`config.mk`:
```
export PLATFORM = sky130hd
export DESIGN_NAME = hspm_mapper
export DESIGN_NICKNAME = d
export VERILOG_FILES = /design/src/hspm_pkg.sv /design/src/hspm_map_if.sv /design/src/hspm_win_dec.sv /design/src/hspm_mapper.sv
export SDC_FILE = /design/constraint.sdc
export NUM_CORES = 1
export LEC_CHECK = 0
export ABC_CLOCK_PERIOD_IN_PS = 2350
export BUFFER_PORTS_ARGS = -buffer_cell sky130_fd_sc_hd__buf_4
export CAP_MARGIN = 20
export CELL_PAD_IN_SITES_DETAIL_PLACEMENT = 2
export CELL_PAD_IN_SITES_GLOBAL_PLACEMENT = 2
export CORE_MARGIN = 10
export CORE_UTILIZATION = 33
export DETAILED_ROUTE_END_ITERATION = 10
export PLACE_DENSITY_LB_ADDON = 0.1
export SYNTH_ARGS = -nofsm -noshare
export SYNTH_HDL_FRONTEND = slang
export SYNTH_SLANG_ARGS = --single-unit
```
`constraint.sdc`:
```
create_clock -name i_sys_clk -period 2.35 [get_ports i_sys_clk]
set_clock_uncertainty 0.1 [all_clocks]
set_input_delay 0.235 -clock i_sys_clk [delete_from_list [all_inputs] [get_ports i_sys_clk]]
set_output_delay 0.235 -clock i_sys_clk [all_outputs]
set_load 0.005 [all_outputs]
```
`src/hspm_pkg.sv`:
```
// hspm_pkg: shared constants of the host-to-sdram page mapper
// assumes: 16-bit register port, 21-bit host byte address, 26-bit sdram byte address
package hspm_pkg;
  localparam int unsigned REG_AW = 8;
  localparam int unsigned REG_DW = 16;
  localparam int unsigned HOST_AW = 21;
  localparam int unsigned SDRAM_AW = 26;
  localparam int unsigned NUM_WIN = 4;
  localparam int unsigned WIN_SEL_W = 2;
  localparam int unsigned OFS_W = 18;
  localparam int unsigned BASE_W = 8;

  localparam logic [REG_AW-1:0] OFS_RSVD_LO = 8'h2c;
  localparam logic [REG_AW-1:0] OFS_RSVD_HI = 8'h2e;
  localparam logic [REG_AW-1:0] OFS_WIN0_BASE = 8'h30;
  localparam logic [REG_AW-1:0] OFS_WIN1_BASE = 8'h32;
  localparam logic [REG_AW-1:0] OFS_WIN2_BASE = 8'h34;
  localparam logic [REG_AW-1:0] OFS_WIN3_BASE = 8'h36;
  localparam logic [REG_AW-1:0] OFS_RA_CTRL = 8'h38;
  localparam logic [REG_AW-1:0] OFS_STATUS = 8'h3a;
  localparam logic [REG_AW-1:0] WIN_STRIDE = 8'h02;

  localparam int unsigned BASE_LSB = 2;
  localparam int unsigned BASE_MSB = 9;
  localparam int unsigned RA_DIS_BIT = 15;

  localparam logic [BASE_W-1:0] BASE_RST = 8'h00;
  localparam logic RA_DIS_RST = 1'b0;

  // windowed space is 100000h..1fffffh: top host address bit set
  localparam logic [HOST_AW-1:0] WIN_SPACE_LO = 21'h100000;
  localparam logic [HOST_AW-1:0] WIN_SPACE_HI = 21'h1fffff;
  localparam logic [HOST_AW-1:0] WIN_SIZE = 21'h040000;
endpackage : hspm_pkg

```
`src/hspm_map_if.sv`:
```
// hspm_map_if: carries a host address and the page bases to the window decoder
// assumes: decoder is purely combinational, same clock as the main module
interface hspm_map_if;
  logic [hspm_pkg::HOST_AW-1:0] host_addr;
  logic [hspm_pkg::NUM_WIN-1:0][hspm_pkg::BASE_W-1:0] page_base;
  logic hit;
  logic [hspm_pkg::WIN_SEL_W-1:0] win;
  logic [hspm_pkg::SDRAM_AW-1:0] sdram_addr;

  modport ctrl (output host_addr, output page_base, input hit, input win, input sdram_addr);
  modport dec (input host_addr, input page_base, output hit, output win, output sdram_addr);
endinterface : hspm_map_if

```
`src/hspm_win_dec.sv`:
```
// hspm_win_dec: decodes a host address into one of four windows and the sdram address
// assumes: bases and address are stable for the cycle they are sampled
module hspm_win_dec (
  hspm_map_if.dec m
);
  logic [hspm_pkg::NUM_WIN-1:0] win_hit;
  logic [hspm_pkg::BASE_W-1:0] sel_base;

  // one range comparator per window
  genvar g;
  generate
    for (g = 0; g < hspm_pkg::NUM_WIN; g++) begin : g_win
      localparam logic [hspm_pkg::HOST_AW-1:0] LO =
        hspm_pkg::HOST_AW'(hspm_pkg::WIN_SPACE_LO + hspm_pkg::HOST_AW'(g) * hspm_pkg::WIN_SIZE);
      localparam logic [hspm_pkg::HOST_AW-1:0] HI =
        hspm_pkg::HOST_AW'(LO + hspm_pkg::WIN_SIZE - hspm_pkg::HOST_AW'(1));
      assign win_hit[g] = (m.host_addr >= LO) && (m.host_addr <= HI);
    end
  endgenerate

  always_comb begin
    m.win = '0;
    for (int i = 0; i < hspm_pkg::NUM_WIN; i++) begin
      if (win_hit[i]) begin
        m.win = hspm_pkg::WIN_SEL_W'(i);
      end
    end
  end

  assign m.hit = |win_hit;
  assign sel_base = m.page_base[m.win];
  assign m.sdram_addr = {sel_base, m.host_addr[hspm_pkg::OFS_W-1:0]};
endmodule : hspm_win_dec

```
`src/hspm_mapper.sv`:
```
// hspm_mapper: maps four 256k host windows onto relocatable sdram pages
// assumes: sdram controller takes a request every cycle; register port is single-cycle
//
// Decided for this implementation: the plain strobed port.
module hspm_mapper (
  input wire logic i_sys_clk,
  input wire logic i_sys_rst,
  input wire logic [hspm_pkg::REG_AW-1:0] i_reg_addr,
  input wire logic [hspm_pkg::REG_DW-1:0] i_reg_wdata,
  input wire logic i_reg_wr,
  input wire logic i_reg_rd,
  output logic [hspm_pkg::REG_DW-1:0] o_reg_rdata,
  input wire logic i_host_req,
  input wire logic i_host_we,
  input wire logic [hspm_pkg::HOST_AW-1:0] i_host_addr,
  output logic o_sdram_req,
  output logic o_sdram_we,
  output logic [hspm_pkg::SDRAM_AW-1:0] o_sdram_addr,
  output logic o_sdram_read_ahead,
  output logic o_host_unmapped
);
  logic [hspm_pkg::NUM_WIN-1:0][hspm_pkg::BASE_W-1:0] page_base_ff;
  logic ra_dis_ff;
  logic last_hit_ff;
  logic [hspm_pkg::WIN_SEL_W-1:0] last_win_ff;
  logic unmapped_seen_ff;
  logic [hspm_pkg::REG_DW-1:0] nxt_rdata;

  hspm_map_if map_if ();

  hspm_win_dec u_dec (
    .m (map_if)
  );

  assign map_if.host_addr = i_host_addr;
  assign map_if.page_base = page_base_ff;

  // page base registers: only bits 9-2 are stored, writes elsewhere ignored
  genvar g;
  generate
    for (g = 0; g < hspm_pkg::NUM_WIN; g++) begin : g_base
      localparam logic [hspm_pkg::REG_AW-1:0] OFS =
        hspm_pkg::REG_AW'(hspm_pkg::OFS_WIN0_BASE + hspm_pkg::REG_AW'(g) * hspm_pkg::WIN_STRIDE);
      always_ff @(posedge i_sys_clk) begin
        if (i_sys_rst) begin
          page_base_ff[g] <= hspm_pkg::BASE_RST;
        end else if (i_reg_wr && i_reg_addr == OFS) begin
          page_base_ff[g] <= i_reg_wdata[hspm_pkg::BASE_MSB:hspm_pkg::BASE_LSB];
        end
      end
    end
  endgenerate

  // read-ahead control: reserved bits are not stored and read back as zero
  always_ff @(posedge i_sys_clk) begin
    if (i_sys_rst) begin
      ra_dis_ff <= hspm_pkg::RA_DIS_RST;
    end else if (i_reg_wr && i_reg_addr == hspm_pkg::OFS_RA_CTRL) begin
      ra_dis_ff <= i_reg_wdata[hspm_pkg::RA_DIS_BIT];
    end
  end

  // read mux; reserved 2ch-2eh and unmapped offsets read zero
  always_comb begin
    nxt_rdata = '0;
    case (i_reg_addr)
      hspm_pkg::OFS_WIN0_BASE: begin
        nxt_rdata[hspm_pkg::BASE_MSB:hspm_pkg::BASE_LSB] = page_base_ff[0];
      end
      hspm_pkg::OFS_WIN1_BASE: begin
        nxt_rdata[hspm_pkg::BASE_MSB:hspm_pkg::BASE_LSB] = page_base_ff[1];
      end
      hspm_pkg::OFS_WIN2_BASE: begin
        nxt_rdata[hspm_pkg::BASE_MSB:hspm_pkg::BASE_LSB] = page_base_ff[2];
      end
      hspm_pkg::OFS_WIN3_BASE: begin
        nxt_rdata[hspm_pkg::BASE_MSB:hspm_pkg::BASE_LSB] = page_base_ff[3];
      end
      hspm_pkg::OFS_RA_CTRL: begin
        nxt_rdata[hspm_pkg::RA_DIS_BIT] = ra_dis_ff;
      end
      hspm_pkg::OFS_STATUS: begin
        nxt_rdata[3:0] = {unmapped_seen_ff, last_hit_ff, last_win_ff};
      end
      default: begin
        nxt_rdata = '0;
      end
    endcase
  end

  // read data stands only in the cycle after the read strobe
  always_ff @(posedge i_sys_clk) begin
    if (i_sys_rst) begin
      o_reg_rdata <= '0;
    end else if (i_reg_rd) begin
      o_reg_rdata <= nxt_rdata;
    end else begin
      o_reg_rdata <= '0;
    end
  end

  // host access forwarding, one cycle of latency
  always_ff @(posedge i_sys_clk) begin
    if (i_sys_rst) begin
      o_sdram_req <= 1'b0;
      o_sdram_we <= 1'b0;
      o_sdram_addr <= '0;
      o_sdram_read_ahead <= 1'b0;
      o_host_unmapped <= 1'b0;
    end else begin
      o_sdram_req <= i_host_req && map_if.hit;
      o_sdram_we <= i_host_req && map_if.hit && i_host_we;
      o_host_unmapped <= i_host_req && !map_if.hit;
      o_sdram_read_ahead <= i_host_req && map_if.hit && !i_host_we && !ra_dis_ff;
      if (i_host_req && map_if.hit) begin
        o_sdram_addr <= map_if.sdram_addr;
      end
    end
  end

  // status: last window used; sticky unmapped flag cleared by status read, set wins
  always_ff @(posedge i_sys_clk) begin
    if (i_sys_rst) begin
      last_hit_ff <= 1'b0;
      last_win_ff <= '0;
      unmapped_seen_ff <= 1'b0;
    end else begin
      if (i_host_req && map_if.hit) begin
        last_hit_ff <= 1'b1;
        last_win_ff <= map_if.win;
      end
      if (i_host_req && !map_if.hit) begin
        unmapped_seen_ff <= 1'b1;
      end else if (i_reg_rd && i_reg_addr == hspm_pkg::OFS_STATUS) begin
        unmapped_seen_ff <= 1'b0;
      end
    end
  end

  a_base_store: assert property (@(posedge i_sys_clk) disable iff (i_sys_rst)
    i_reg_wr && i_reg_addr == hspm_pkg::OFS_WIN2_BASE ##1 i_reg_rd
      && i_reg_addr == hspm_pkg::OFS_WIN2_BASE
    |=> o_reg_rdata == {6'h00, $past(i_reg_wdata[9:2], 2), 2'h0})
    else $error("page base readback differs from written bits 9-2");

  a_win_span: assert property (@(posedge i_sys_clk) disable iff (i_sys_rst)
    i_host_req && i_host_addr[20] |=> o_sdram_req
      && o_sdram_addr[17:0] == $past(i_host_addr[17:0]))
    else $error("windowed access not forwarded within its 256k page");

  a_win0_route: assert property (@(posedge i_sys_clk) disable iff (i_sys_rst)
    i_host_req && i_host_addr >= 21'h100000 && i_host_addr <= 21'h13ffff
    |=> o_sdram_addr[25:18] == $past(page_base_ff[0]))
    else $error("window 0 access used wrong base");

  a_win1_route: assert property (@(posedge i_sys_clk) disable iff (i_sys_rst)
    i_host_req && i_host_addr >= 21'h140000 && i_host_addr <= 21'h17ffff
    |=> o_sdram_addr[25:18] == $past(page_base_ff[1]))
    else $error("window 1 access used wrong base");

  a_win2_route: assert property (@(posedge i_sys_clk) disable iff (i_sys_rst)
    i_host_req && i_host_addr >= 21'h180000 && i_host_addr <= 21'h1bffff
    |=> o_sdram_addr[25:18] == $past(page_base_ff[2]))
    else $error("window 2 access used wrong base");

  a_win3_route: assert property (@(posedge i_sys_clk) disable iff (i_sys_rst)
    i_host_req && i_host_addr >= 21'h1c0000 && i_host_addr <= 21'h1fffff
    |=> o_sdram_addr[25:18] == $past(page_base_ff[3]))
    else $error("window 3 access used wrong base");

  a_addr_join: assert property (@(posedge i_sys_clk) disable iff (i_sys_rst)
    i_host_req && i_host_addr[20] |=> o_sdram_addr
      == {$past(page_base_ff[i_host_addr[19:18]]), $past(i_host_addr[17:0])})
    else $error("sdram address not base joined to host offset");

  a_ra_disable: assert property (@(posedge i_sys_clk) disable iff (i_sys_rst)
    o_sdram_read_ahead == (o_sdram_req && !o_sdram_we && !$past(ra_dis_ff)))
    else $error("read-ahead hint disagrees with access kind or disable bit");

  a_ra_store: assert property (@(posedge i_sys_clk) disable iff (i_sys_rst)
    i_reg_wr && i_reg_addr == hspm_pkg::OFS_RA_CTRL
    |=> ra_dis_ff == $past(i_reg_wdata[hspm_pkg::RA_DIS_BIT]))
    else $error("read-ahead disable bit not taken from write data");

  a_base_rsvd: assert property (@(posedge i_sys_clk) disable iff (i_sys_rst)
    i_reg_rd && i_reg_addr == hspm_pkg::OFS_WIN0_BASE
    |=> o_reg_rdata[15:10] == 6'h00 && o_reg_rdata[1:0] == 2'h0)
    else $error("page base readback shows bits outside 9-2");

  a_ra_rsvd: assert property (@(posedge i_sys_clk) disable iff (i_sys_rst)
    i_reg_rd && i_reg_addr == hspm_pkg::OFS_RA_CTRL |=> o_reg_rdata[14:0] == 15'h0000)
    else $error("read-ahead control readback shows reserved bits");

  a_rdata_idle: assert property (@(posedge i_sys_clk) disable iff (i_sys_rst)
    !i_reg_rd |=> o_reg_rdata == 16'h0000)
    else $error("read data present without a read strobe");

  a_last_win: assert property (@(posedge i_sys_clk)
    disable iff (i_sys_rst) i_host_req && i_host_addr[20]
    |=> last_hit_ff && last_win_ff == $past(i_host_addr[19:18]))
    else $error("status does not name the window of the last access");

  a_miss_hold: assert property (@(posedge i_sys_clk) disable iff (i_sys_rst)
    i_host_req && !i_host_addr[20] |=> $stable(o_sdram_addr))
    else $error("access outside windows moved the sdram address");

  a_unmapped_sticky: assert property (@(posedge i_sys_clk) disable iff (i_sys_rst)
    i_host_req && !i_host_addr[20] |=> unmapped_seen_ff)
    else $error("unmapped flag lost when a miss met the clearing read");

  a_unmapped_flag: assert property (@(posedge i_sys_clk) disable iff (i_sys_rst)
    i_host_req && !i_host_addr[20] |=> o_host_unmapped && !o_sdram_req)
    else $error("access outside windows was forwarded");

  c_win_read: cover property (@(posedge i_sys_clk) disable iff (i_sys_rst)
    o_sdram_req && o_sdram_read_ahead);
  c_win_write: cover property (@(posedge i_sys_clk) disable iff (i_sys_rst)
    o_sdram_req && o_sdram_we);
  c_unmapped: cover property (@(posedge i_sys_clk) disable iff (i_sys_rst) o_host_unmapped);
  c_ra_off: cover property (@(posedge i_sys_clk) disable iff (i_sys_rst)
    ra_dis_ff && o_sdram_req && !o_sdram_we);
  c_status_clear: cover property (@(posedge i_sys_clk) disable iff (i_sys_rst)
    i_reg_rd && i_reg_addr == hspm_pkg::OFS_STATUS && unmapped_seen_ff);
endmodule : hspm_mapper

```
==> results, run 1 <==
- STA classifies the critical path endpoint as a flip-flop.
- The cell type with the largest total area after synthesis is sky130_fd_sc_hd__dfxtp_1.
- The H-tree generated during clock tree synthesis spans 3 levels.
- The setup path with the least slack is of type in -> reg.
- The worst IR drop on VDD is 0.211 mV.
- The area share of the largest cell type after synthesis is between 40% and 50%.
- Counting every instance in the synthesized netlist gives about 340.
- The total of cells resized after clock tree synthesis is 0.
- On the final layout, the worst hold slack is 0.0148 ns.
- After clock tree synthesis, the clock-pin slew on the worst setup and hold paths is 0.09 ns.
- The count of distinct cell types in the synthesized netlist is 35.
- For the worst setup path, the data required time is 2.56 ns.
- The number of antenna violations at the first check in global routing is 0.
- By count the netlist is led by 91 x sky130_fd_sc_hd__nand2_1, 78 x sky130_fd_sc_hd__dfxtp_1, 48 x sky130_fd_sc_hd__mux2i_1.
- Setup violations remaining at the end of the flow were counted as 0.
- Entering global routing, the biggest net connects 42 pins.
- Buffers inserted during clock tree synthesis total 9.
- The cts-stage hold buffer count is 3.
- Routability-driven placement finished with a final weighted congestion of 0.725.
- The largest buffer count on any clock path is 2.
- The share of flip-flops with an asynchronous set or reset is 0%.
- A synthesized cell averages just under 10 µm².
- Once detail routing completed, the nets flagged for antenna violations numbered 0.
- The master cell of the clock root buffer is sky130_fd_sc_hd__clkbuf_8.
- The global routing met2 resource utilization is between 20% and 30%.
- Fill cells in the final layout number about 1100.
- The tool flagged a number of max-cap violations equal to 0.
- Post-CTS timing repair inserted 0 buffers for setup.
- STA puts the critical path data arrival time at 1.82 ns.
- The number of violations reported at the end of detailed-routing iteration 0 is 89.
- The flow ran to the end, and the final reports show no timing, DRC or antenna violations.
- The detailed router placed 2766 vias in this run.
- The floorplan die height is 119 µm.
- The worst-skew pair later-pin latency is around 0.36 ns.
- Of the cells placed in the final design, the portion with a size suffix greater than 1 is 28.3%.
- The mapped netlist covers approximately 0.0032 mm².
- The total detailed-routing wirelength is 10700 µm.
- For this run, the leading register cell type out of synthesis is sky130_fd_sc_hd__dfxtp_1.
- The routed wire length per instance is 19.2 µm.
- Of the available clock period, the critical path in the final layout requires between 60% and 70%.
- The number of standard-cell rows in the floorplan is 36.
- TritonCTS built the clock tree.
- met2 is the most crowded layer.
- The minimum clock period after layout is 1.62 ns.
- The number of flops mapped to enable cells by yosys is 0.
- The most used standard cell by instance count after synthesis is sky130_fd_sc_hd__nand2_1.
- Yosys attributes the largest share of cell area to sky130_fd_sc_hd__dfxtp_1 48%, sky130_fd_sc_hd__mux2i_1 15%, sky130_fd_sc_hd__nand2_1 11%.
- For this run, the total global-route usage over all layers was measured as 15.0%.
- The number of global-route vias before repair is about 2900.
- The max-slew violation count is 0.
- For this run, global-route usage on met3 was measured as 4.16%.
- The count of buffers added on input and output ports is 84.
- Summed over all failing endpoints, the final setup total negative slack is 0 ns.
- The critical path startpoint category is an input pin.
- Once routing completed, OpenROAD measured the worst setup slack at 0.733 ns.
- The initial standard-cell utilization of the core is 33.4%.
- The floorplan die area is 0.0142 mm².
- In this run the standard cell core region covers just under 0.01 mm².
- From synthesis to final layout, the design area changed by 29.5%.
- In the routed layout, each cell is associated on average with a via count of 4.97.
- Global routing used 18.1% of the available met1 tracks.
- The Yosys step of the flow raised 0 warnings.
- Based on the critical path, the design can be clocked at up to 618 MHz.
- The fraction of the yosys area taken by sequential cells is around 48%.
- The post-synthesis register bit count is 78.
- The leftover overflow at the end of global routing is 0.
- The total I/O pin count is 97.
- The first-pass iteration count of the detailed router is 4.
- The net count of the finished layout is 470.
- The highest fanout seen on the critical path is 10.
- The slew at the pin closest to its max-slew limit is 0.761 ns.
- Setup repair after global routing left no endpoint under its margin.
- The analysis attributes to cell leakage a power of 0.00197 µW.
- OpenSTA, run right after detailed placement, puts the worst setup slack at 0.612 ns.
- The min-delay analysis places its worst path in the category in -> reg.
- The post-route DRC violation count is 0.
- Headroom to the max-slew limit came out at 49.1%.
- The first global-routing pass estimated 16700 µm of wire.
- The wire-length estimate of the detail-placed layout is approximately 7500 µm.
- The x dimension of the die is between 100 and 150 µm.
- The count of final hold-check violations came to 0.
- The count of clock tree sinks is 78.
- Dividing total power by cell area gives a power density of 610 mW/mm².
- 0 antenna diodes ended up in the layout.
[routing by layer]
metal | share of wire, % | wire length, µm | vias to the layer above
met5 | 0 | 0 | -
met4 | 0.80 | 85 | 0
met3 | 4.3 | 456 | 8
met2 | 50 | 5390 | 53
met1 | 44 | 4750 | 1380
li1 | - | - | 1325
[cell usage in the layout (no fill, tap or decap), types with 2 or more instances in the layout]
master                          count
sky130_fd_sc_hd__a22o_1             8
sky130_fd_sc_hd__nand2b_1           2
sky130_fd_sc_hd__mux4_2             3
sky130_fd_sc_hd__dfxtp_1           78
sky130_fd_sc_hd__o211a_1            2
sky130_fd_sc_hd__nor3b_1            5
sky130_fd_sc_hd__clkbuf_8          10
sky130_fd_sc_hd__o211ai_1           2
sky130_fd_sc_hd__nand4b_1           2
sky130_fd_sc_hd__a21oi_1           20
sky130_fd_sc_hd__dlygate4sd3_1      6
sky130_fd_sc_hd__nand2_1           91
sky130_fd_sc_hd__and3b_1            3
sky130_fd_sc_hd__buf_4             89
sky130_fd_sc_hd__o221a_2            8
sky130_fd_sc_hd__nand4_1            2
sky130_fd_sc_hd__clkinvlp_4         4
sky130_fd_sc_hd__nand3b_1           3
sky130_fd_sc_hd__and3_1             3
sky130_fd_sc_hd__nor2b_1            3
sky130_fd_sc_hd__nor2_1             7
sky130_fd_sc_hd__conb_1             5
sky130_fd_sc_hd__mux2i_1           48
sky130_fd_sc_hd__a211oi_1           6
[power by group]
part	internal, µW	leakage [µW]	switching [µW]
logic	117	0.00126	135
registers	1340	0.000632	12.3
clock network	411	0.0000776	538
total	1870	0.00197	685
[layout make-up]
| type | instances | area, µm² | area share (%) |
|---|---|---|---|
| inverter | 1 | 3.75 | 0.0896 |
| clock buffer | 11 | 141 | 3.37 |
| timing repair buffer | 95 | 728 | 17.4 |
| multi-input combinational | 234 | 1550 | 37.1 |
| tap | 133 | 166 | 3.97 |
| clock inverter | 5 | 35.0 | 0.836 |
| sequential | 78 | 1560 | 37.3 |
[cell families (layout without fill, tap and decap cells)]
logic type	after synthesis	after routing	synth area share, %
buf+inv	29	112	4.21
other cells	1	5	0.116
flops	78	78	48.2
mux	51	51	16.9
compound gates	48	48	11.0
simple gates	130	130	19.5
[state kept, by name (all words and copies together) (netlist names)]
| register | count |
|---|---|
| map_if.page_base | 32 |
| o_sdram_addr | 26 |
| o_reg_rdata | 11 |
| last_win_ff | 2 |
| last_hit_ff | 1 |
| o_host_unmapped | 1 |
| o_sdram_read_ahead | 1 |
| o_sdram_req | 1 |
| o_sdram_we | 1 |
| ra_dis_ff | 1 |
| unmapped_seen_ff | 1 |
[worst paths after layout]
| check | startpoint | endpoint | slack [ns] | depth (start not counted) |
|---|---|---|---|---|
| worst max-delay path | i_host_addr[20] | o_sdram_addr[20] | 0.73 | 5 |
| worst min-delay path | i_host_addr[4] | o_sdram_addr[4] | 0.01 | 3 |
| worst max register to register | map_if.page_base[13] | o_reg_rdata[7] | 1.19 | 2 |
| worst min register to register | o_sdram_addr[8] | o_sdram_addr[8] | 0.36 | 2 |
[worst max-delay path: stages]
cell and delay, ns:
sky130_fd_sc_hd__dlygate4sd3_1 0.54, sky130_fd_sc_hd__buf_4 0.13, sky130_fd_sc_hd__and3b_1 0.50, sky130_fd_sc_hd__o221a_2 0.29, sky130_fd_sc_hd__a22o_1 0.12
[per-stage QoR]
stage / instances / total power, µW / util (%) / area (µm²)
after floorplan: 341 / 1510 / - / 3250
after global placement: 535 / 1630 / 40.8 / 3950
after detailed placement: 535 / 1640 / 40.8 / 3950
after CTS: 554 / 2590 / 43.0 / 4160
after global routing: 557 / 2670 / 43.3 / 4190
final: 557 / 2560 / 43.3 / 4190
(Power assumes the default switching activity.)
==> inputs of run 2 (changes only) <==
--- a/config.mk
+++ b/config.mk
@@ -5,13 +5,13 @@
 export SDC_FILE = /design/constraint.sdc
 export NUM_CORES = 1
 export LEC_CHECK = 0
-export ABC_CLOCK_PERIOD_IN_PS = 2350
+export ABC_CLOCK_PERIOD_IN_PS = 1600
 export BUFFER_PORTS_ARGS = -buffer_cell sky130_fd_sc_hd__buf_4
 export CAP_MARGIN = 20
 export CELL_PAD_IN_SITES_DETAIL_PLACEMENT = 2
 export CELL_PAD_IN_SITES_GLOBAL_PLACEMENT = 2
 export CORE_MARGIN = 10
-export CORE_UTILIZATION = 33
+export CORE_UTILIZATION = 30
 export DETAILED_ROUTE_END_ITERATION = 10
 export PLACE_DENSITY_LB_ADDON = 0.1
 export SYNTH_ARGS = -nofsm -noshare
==> constraint.sdc (replaced) <==
create_clock -name i_sys_clk -period 1.6 [get_ports i_sys_clk]
set_clock_uncertainty 0.1 [all_clocks]
set_input_delay 0.16 -clock i_sys_clk [delete_from_list [all_inputs] [get_ports i_sys_clk]]
set_output_delay 0.16 -clock i_sys_clk [all_outputs]
set_load 0.005 [all_outputs]
==> run 2 against run 1 <==
Effect of this change:
- register-to-register slack worse by 0.75 ns
- worst hold slack gained 0.013 ns
- worst setup slack worse by 0.67 ns
- non-clock buffer count increased by 31
- flip-flop and latch count unchanged
- highest routed layer unchanged
==> results, run 2 (same netlist as run 1, synthesis figures left out) <==
- The number of antenna diodes came to 0 (unchanged).
- The x dimension of the die is 124 µm (+4.1%).
- The post-detailed-route count of antenna-violating nets is 0 (unchanged).
- The number of violations reported at the end of detailed-routing iteration 0 is 114 (+28%).
- The setup total negative slack is 0 ns (unchanged).
- The leftover overflow at the end of global routing came to 0 (unchanged).
- The total via count in the routed design is 2843 (+2.8%).
- The highest fanout seen on the critical path was 5 (-5).
- The final worst-path cycle share is a little over nine tenths.
- The most critical setup path has its endpoint at o_host_unmapped.
- STA classifies the critical path endpoint as a flip-flop.
- The number of input and output port buffers inserted was 84 (unchanged).
- The routed wire length per instance is 19.1 µm (-0.33%).
- The capture point of the worst reg-to-reg path is o_reg_rdata[7].
- The total detailed-routing wirelength came to 11300 µm (+5.8%).
- The total CTS buffers came to 9 (unchanged).
- The worst-skew pair later-pin latency is 0.37 ns (about the same).
- The share of layout cells above drive strength 1 is 30.1% (+1.8 points).
- The required time of the worst setup path was 1.81 ns (-0.75 ns).
- The max-capacitance violation count is 0 (unchanged).
- The data arrival time of the worst path is 1.75 ns (-0.07 ns).
- The largest buffer count on any clock path is 2 (unchanged).
- Static timing analysis puts the maximum clock frequency at 650 MHz.
- The first-pass iteration count of the detailed router is 4 (unchanged).
- The half-perimeter wire length after placement came to 7930 µm (+6.3%).
- The number of global-route vias before repair is 3219 (+9.7%).
- The TritonCTS clock tree is yes.
- The worst IR drop on VDD is 0.400 mV (+90%).
- The floorplan die area was 0.0153 mm² (+8.3%).
- Setup repair after global routing left no endpoint under its margin.
- The first-pass GRT wire length is 18000 µm (+7.5%).
- The total leakage power is 0.00218 µW (+10%).
- The total power per unit cell area was 916 mW/mm² (+50%).
- The synthesis-to-layout area growth is 41.5%.
- The max-slew violation count is 0 (unchanged).
- The area of the core is 0.0104 mm² (+7.6%).
- The CTS H-tree depth is 3 (unchanged).
- The last weighted congestion value of the routability-driven placer is 0.742 (+2.3%).
- The hold path depth is 3 (unchanged).
- The average vias per placed instance is 4.81 (-3.1%).
- The total I/O pin count was 97 (unchanged).
- The minimum setup slack among reg-to-reg paths is 0.44 ns (-0.75 ns).
- The net count of the finished layout is 501 (+6.6%).
- Tracing the worst setup path back leads to its startpoint at i_host_addr[20].
- The worst setup path is of the in -> reg kind.
- The critical path startpoint category is an input pin.
- The flip-flop count of the largest register after layout came to 32 (unchanged).
- The total setup violations reported at the end of the flow was 0 (unchanged).
- Subtracting the final worst setup slack from the clock period gives 1.54 ns.
- In this run the clock root is driven by a sky130_fd_sc_hd__clkbuf_8.
- The floorplan die height came to 124 µm (+4.1%).
- The depth of the worst register-to-register path is 2 (unchanged).
- The count of clock tree sinks came to 78 (unchanged).
- The global-route usage over all layers is 15.3% (+0.32 points).
- The most common library cell in the layout ignoring fill and taps is sky130_fd_sc_hd__buf_4.
- The overall power was 4190 µW (+64%).
- The initial standard-cell utilization of the core is 31.1% (-2.3 points).
- The library cells used most frequently in the layout, excluding fill and tap cells, are 99 x sky130_fd_sc_hd__buf_4, 91 x sky130_fd_sc_hd__nand2_1, 78 x sky130_fd_sc_hd__dfxtp_1.
- The largest net degree at the start of global routing is 43 (+2.4%).
- The clock transition at the registers of the reported paths is 0.09 ns (about the same).
- The post-route DRC violation count is 0 (unchanged).
- The path class of the tightest hold or removal check is in -> reg.
- The number of standard-cell rows in the floorplan is 37 (+2.8%).
- The count of final hold-check violations came to 0 (unchanged).
- The number of antenna violations at the first check in global routing is 0 (unchanged).
- The worst reg2reg path startpoint is map_if.page_base[29].
- The run finished with clean final reports.
-- run 2: per-layer routing --
layer	track usage (%)	vias to the layer above	wire [µm]
met3	3.94	11	484
met5	0	-	0
li1	-	1388	-
met2	26.3	50	5770
met4	4.80	0	124
met1	18.2	1394	4920
-- run 2: area by class of cell --
| cell class | instances | area [µm²] |
|---|---|---|
| fill | 1148 | 5840 |
| clock buffer | 13 | 169 |
| sequential | 78 | 1560 |
| inverter | 1 | 3.75 |
| tap | 136 | 170 |
| multi-input combinational | 234 | 1570 |
| clock inverter | 3 | 65.1 |
| timing repair buffer | 126 | 1040 |
-- run 2: worst min path at each step --
stage                    from              endpoint
6_report       i_reg_wdata[9]  map_if.page_base[15]
2_1_floorplan       i_host_we    o_sdram_read_ahead
3_3_place_gp        i_host_we    o_sdram_read_ahead
5_1_grt              i_reg_wr             ra_dis_ff
4_1_cts        i_reg_wdata[4]  map_if.page_base[26]
3_5_place_dp        i_host_we    o_sdram_read_ahead
-- run 2: stage by stage --
step	setup slack, ns	instances	utilization, %	hold slack, ns	cell area (µm²)
finish	0.0624	591	44.0	0.0277	4580
global route	0.00811	591	44.0	0.0352	4580
CTS	0.0477	590	43.7	0.0139	4550
detailed placement	0.0903	550	39.1	0.241	4070
global placement	0.121	550	39.1	0.233	4070
floorplan	0.336	341	-	0.139	3250
-- run 2: report_power, final --
part	switching [µW]	internal [µW]
Combinational	219	226
Clock	749	1010
Sequential	18.3	1970
Total	986	3210
-- run 2: worst max-delay path, stage by stage --
cell and delay [ns]:
sky130_fd_sc_hd__dlygate4sd3_1 0.56, sky130_fd_sc_hd__buf_4 0.16, sky130_fd_sc_hd__nor3b_1 0.28, sky130_fd_sc_hd__dlygate4sd3_1 0.59
-- run 2: what timing repair did --
| item | in CTS | in global routing |
|---|---|---|
| gates resized for setup | 0 | 6 |
| hold buffers | 24 | 0 |
| setup endpoints to repair | 0 | 4 |
| setup buffers | 0 | 1 |
| endpoints found under the hold margin | 25 | 0 |
==> inputs of run 3 (changes only) <==
--- a/config.mk
+++ b/config.mk
@@ -13,7 +13,7 @@
 export CORE_MARGIN = 10
 export CORE_UTILIZATION = 30
 export DETAILED_ROUTE_END_ITERATION = 10
-export PLACE_DENSITY_LB_ADDON = 0.1
+export PLACE_DENSITY = 0.77
 export SYNTH_ARGS = -nofsm -noshare
 export SYNTH_HDL_FRONTEND = slang
 export SYNTH_SLANG_ARGS = --single-unit
==> run 3 against run 2 <==
Effect of this change:
- largest power group unchanged
- power increased by 1.7%
- routed wire length increased by 5.6%
- worst setup slack improved by 0.078 ns
- flip-flop and latch count unchanged
- non-clock buffer count decreased by 5
- critical path type unchanged
- via count increased by 2.1%
==> results, run 3 (same netlist as run 1, synthesis figures left out) <==
- The flow ran to the end, and the final reports show no timing, DRC or antenna violations.
- The required time of the worst setup path is 1.80 ns (about the same).
- The number of setup buffers added after CTS is 0 (unchanged).
- The post-detailed-route count of antenna-violating nets is 0 (unchanged).
- The library cells used most frequently in the layout, excluding fill and tap cells, are 98 x sky130_fd_sc_hd__buf_4, 91 x sky130_fd_sc_hd__nand2_1, 78 x sky130_fd_sc_hd__dfxtp_1.
- The switching part of the total power was 24.3% (+0.81 points).
- The first-pass GRT wire length is 18400 µm (+2.6%).
- The cell sitting at the root of the clock tree is a sky130_fd_sc_hd__clkbuf_8.
- The x dimension of the die is 124 µm (unchanged).
- The total leakage power came to 0.00213 µW (-2.1%).
- The maximum clock frequency is 685 MHz (+5.3%).
- Relative to the synthesized area, the layout overhead comes to 39.2%.
- The count of clock tree sinks came to 78 (unchanged).
- The final-layout fill cell count was 1142 (-0.52%).
- The total detailed-routing wirelength is 11900 µm (+5.6%).
- The final worst-path cycle share came to 91.2% (-4.9 points).
- The highest fanout seen on the critical path came to 5 (unchanged).
- The number of violations reported at the end of detailed-routing iteration 0 is 92 (-19%).
- The worst setup margin is 0.140 ns (+0.0776 ns).
- The leftover overflow at the end of global routing is 0 (unchanged).
- The initial standard-cell utilization of the core is 31.1% (unchanged).
- The area of the core is 0.0104 mm² (unchanged).
- The minimum hold slack was 0.0115 ns (-0.0162 ns).
- The net count of the finished layout came to 496 (-1.0%).
- The max-capacitance violation count is 0 (unchanged).
- The most common library cell in the layout ignoring fill and taps is sky130_fd_sc_hd__buf_4.
- The count of final hold-check violations is 0 (unchanged).
- The number of input and output port buffers inserted is 84 (unchanged).
- The first-pass iteration count of the detailed router is 4 (unchanged).
- The largest buffer count on any clock path is 2 (unchanged).
- TritonCTS built the clock tree.
- The number of standard-cell rows in the floorplan is 37 (unchanged).
- The share of layout cells above drive strength 1 is 29.1% (-1.0 points).
- The half-perimeter wire length after placement is 7790 µm (-1.8%).
- The clock transition at the registers of the reported paths is 0.09 ns (about the same).
- The total I/O pin count was 97 (unchanged).
- The routed wire length per instance is 20.4 µm (+6.5%).
- The floorplan die height came to 124 µm (unchanged).
- The pre-CTS worst setup slack was 0.0643 ns (-0.0260 ns).
- The global-route usage over all layers is 15.9% (+0.62 points).
- The post-place instance area is 0.00403 mm² (-1.2%).
- The worst hold path belongs to the class in -> reg.
- The floorplan die area is 0.0153 mm² (unchanged).
- The critical path in this run is classified as in -> reg.
- The number of global-route vias before repair is 3253 (+1.1%).
- The post-route DRC violation count is 0 (unchanged).
- The number of antenna violations at the first check in global routing is 0 (unchanged).
- The max-slew violation count is 0 (unchanged).
- The cell area after layout is 0.00450 mm² (-1.6%).
- The average vias per placed instance came to 4.96 (+3.0%).
- For the pin with the worst max-slew slack, the measured transition is 0.802 ns.
- The total CTS buffers is 9 (unchanged).
- The setup total negative slack came to 0 ns (unchanged).
- The worst-skew pair later-pin latency is 0.35 ns (-0.02 ns).
- The internal power is 3230 µW (+0.61%).
- The proportion of power drawn by combinational gates is 10.1% (-0.5 points).
- The total power per unit cell area came to 947 mW/mm² (+3.4%).
- The last weighted congestion value of the routability-driven placer was 0.715 (-3.6%).
- The data arrival time of the worst path was 1.66 ns (-0.09 ns).
- The total setup violations reported at the end of the flow was 0 (unchanged).
- The total via count in the routed design is 2904 (+2.1%).
- The worst IR drop on VDD was 0.437 mV (+9.1%).
- Setup repair after global routing left no endpoint under its margin.
- The minimum clock period after layout is 1.46 ns (-0.0776 ns).
- The utilization after layout is 43.2% (-0.72 points).
- The critical path startpoint category is an input pin.
- The number of antenna diodes is 0 (unchanged).
- The power share of the clock group is 43.1% (+1.2 points).
- The type of element capturing the critical path is a flip-flop.
- Measured against its own limit, the worst slew margin works out to between 40% and 50%.
- The flip-flop count of the largest register after layout was 32 (unchanged).
- The largest net degree at the start of global routing was 44 (+2.3%).
- The CTS H-tree depth is 3 (unchanged).
- The switching power total was 1040 µW (+5.2%).
- The power share of the sequential group came to 46.8% (-0.7 points).
==> run 3: power by group through the flow <==
stage	Sequential [µW]	Combinational [µW]	Clock [µW]
finish	1990	431	1840
global route	2000	469	1990
CTS	1990	425	1870
detailed placement	2040	378	0
global placement	2040	366	0
floorplan	2040	176	0
==> run 3: cell type report <==
| cell class | instances | area (µm²) | share of cell area (%) |
|---|---|---|---|
| repair buffers | 121 | 966 | 21.4 |
| multi-input cells | 234 | 1560 | 34.6 |
| clock inverters | 7 | 120 | 2.67 |
| well taps | 136 | 170 | 3.78 |
| clock buffers | 9 | 124 | 2.75 |
| inverters | 1 | 3.75 | 0.0833 |
| flip-flops and latches | 78 | 1560 | 34.7 |
==> run 3: final timing paths <==
| path | cells past startpoint | slack (ns) | end | start |
|---|---|---|---|---|
| max | 4 | 0.14 | o_host_unmapped | i_host_addr[20] |
| min | 3 | 0.01 | last_win_ff[0] | i_host_addr[18] |
| max reg2reg | 2 | 0.47 | o_reg_rdata[7] | map_if.page_base[29] |
| min reg2reg | 2 | 0.36 | o_sdram_addr[13] | o_sdram_addr[13] |
==> run 3: layer usage <==
layer | track usage [%] | vias up | routed length (µm)
li1 | - | 1381 | -
met2 | 29.3 | 58 | 6390
met5 | 0 | - | 0
met4 | 5.17 | 0 | 208
met3 | 3.35 | 14 | 486
met1 | 17.7 | 1451 | 4850
==> run 3: stage by stage <==
step,total power (µW),cells
after global placement,2400,547
after global routing,4460,586
after floorplan,2210,341
after CTS,4290,586
after detailed placement,2420,547
final,4260,586
==> run 3: timing repair <==
| item | in CTS | in global routing |
|---|---|---|
| hold endpoints to repair | 24 | 0 |
| setup endpoints to repair | 0 | 1 |
| hold buffers | 23 | 0 |
| resized for setup | 0 | 1 |
==> run 3: worst max-delay path, stage by stage <==
cell                            delay, ns
sky130_fd_sc_hd__buf_4               0.13
sky130_fd_sc_hd__dlygate4sd3_1       0.56
sky130_fd_sc_hd__nor3b_2             0.23
sky130_fd_sc_hd__dlygate4sd3_1       0.58
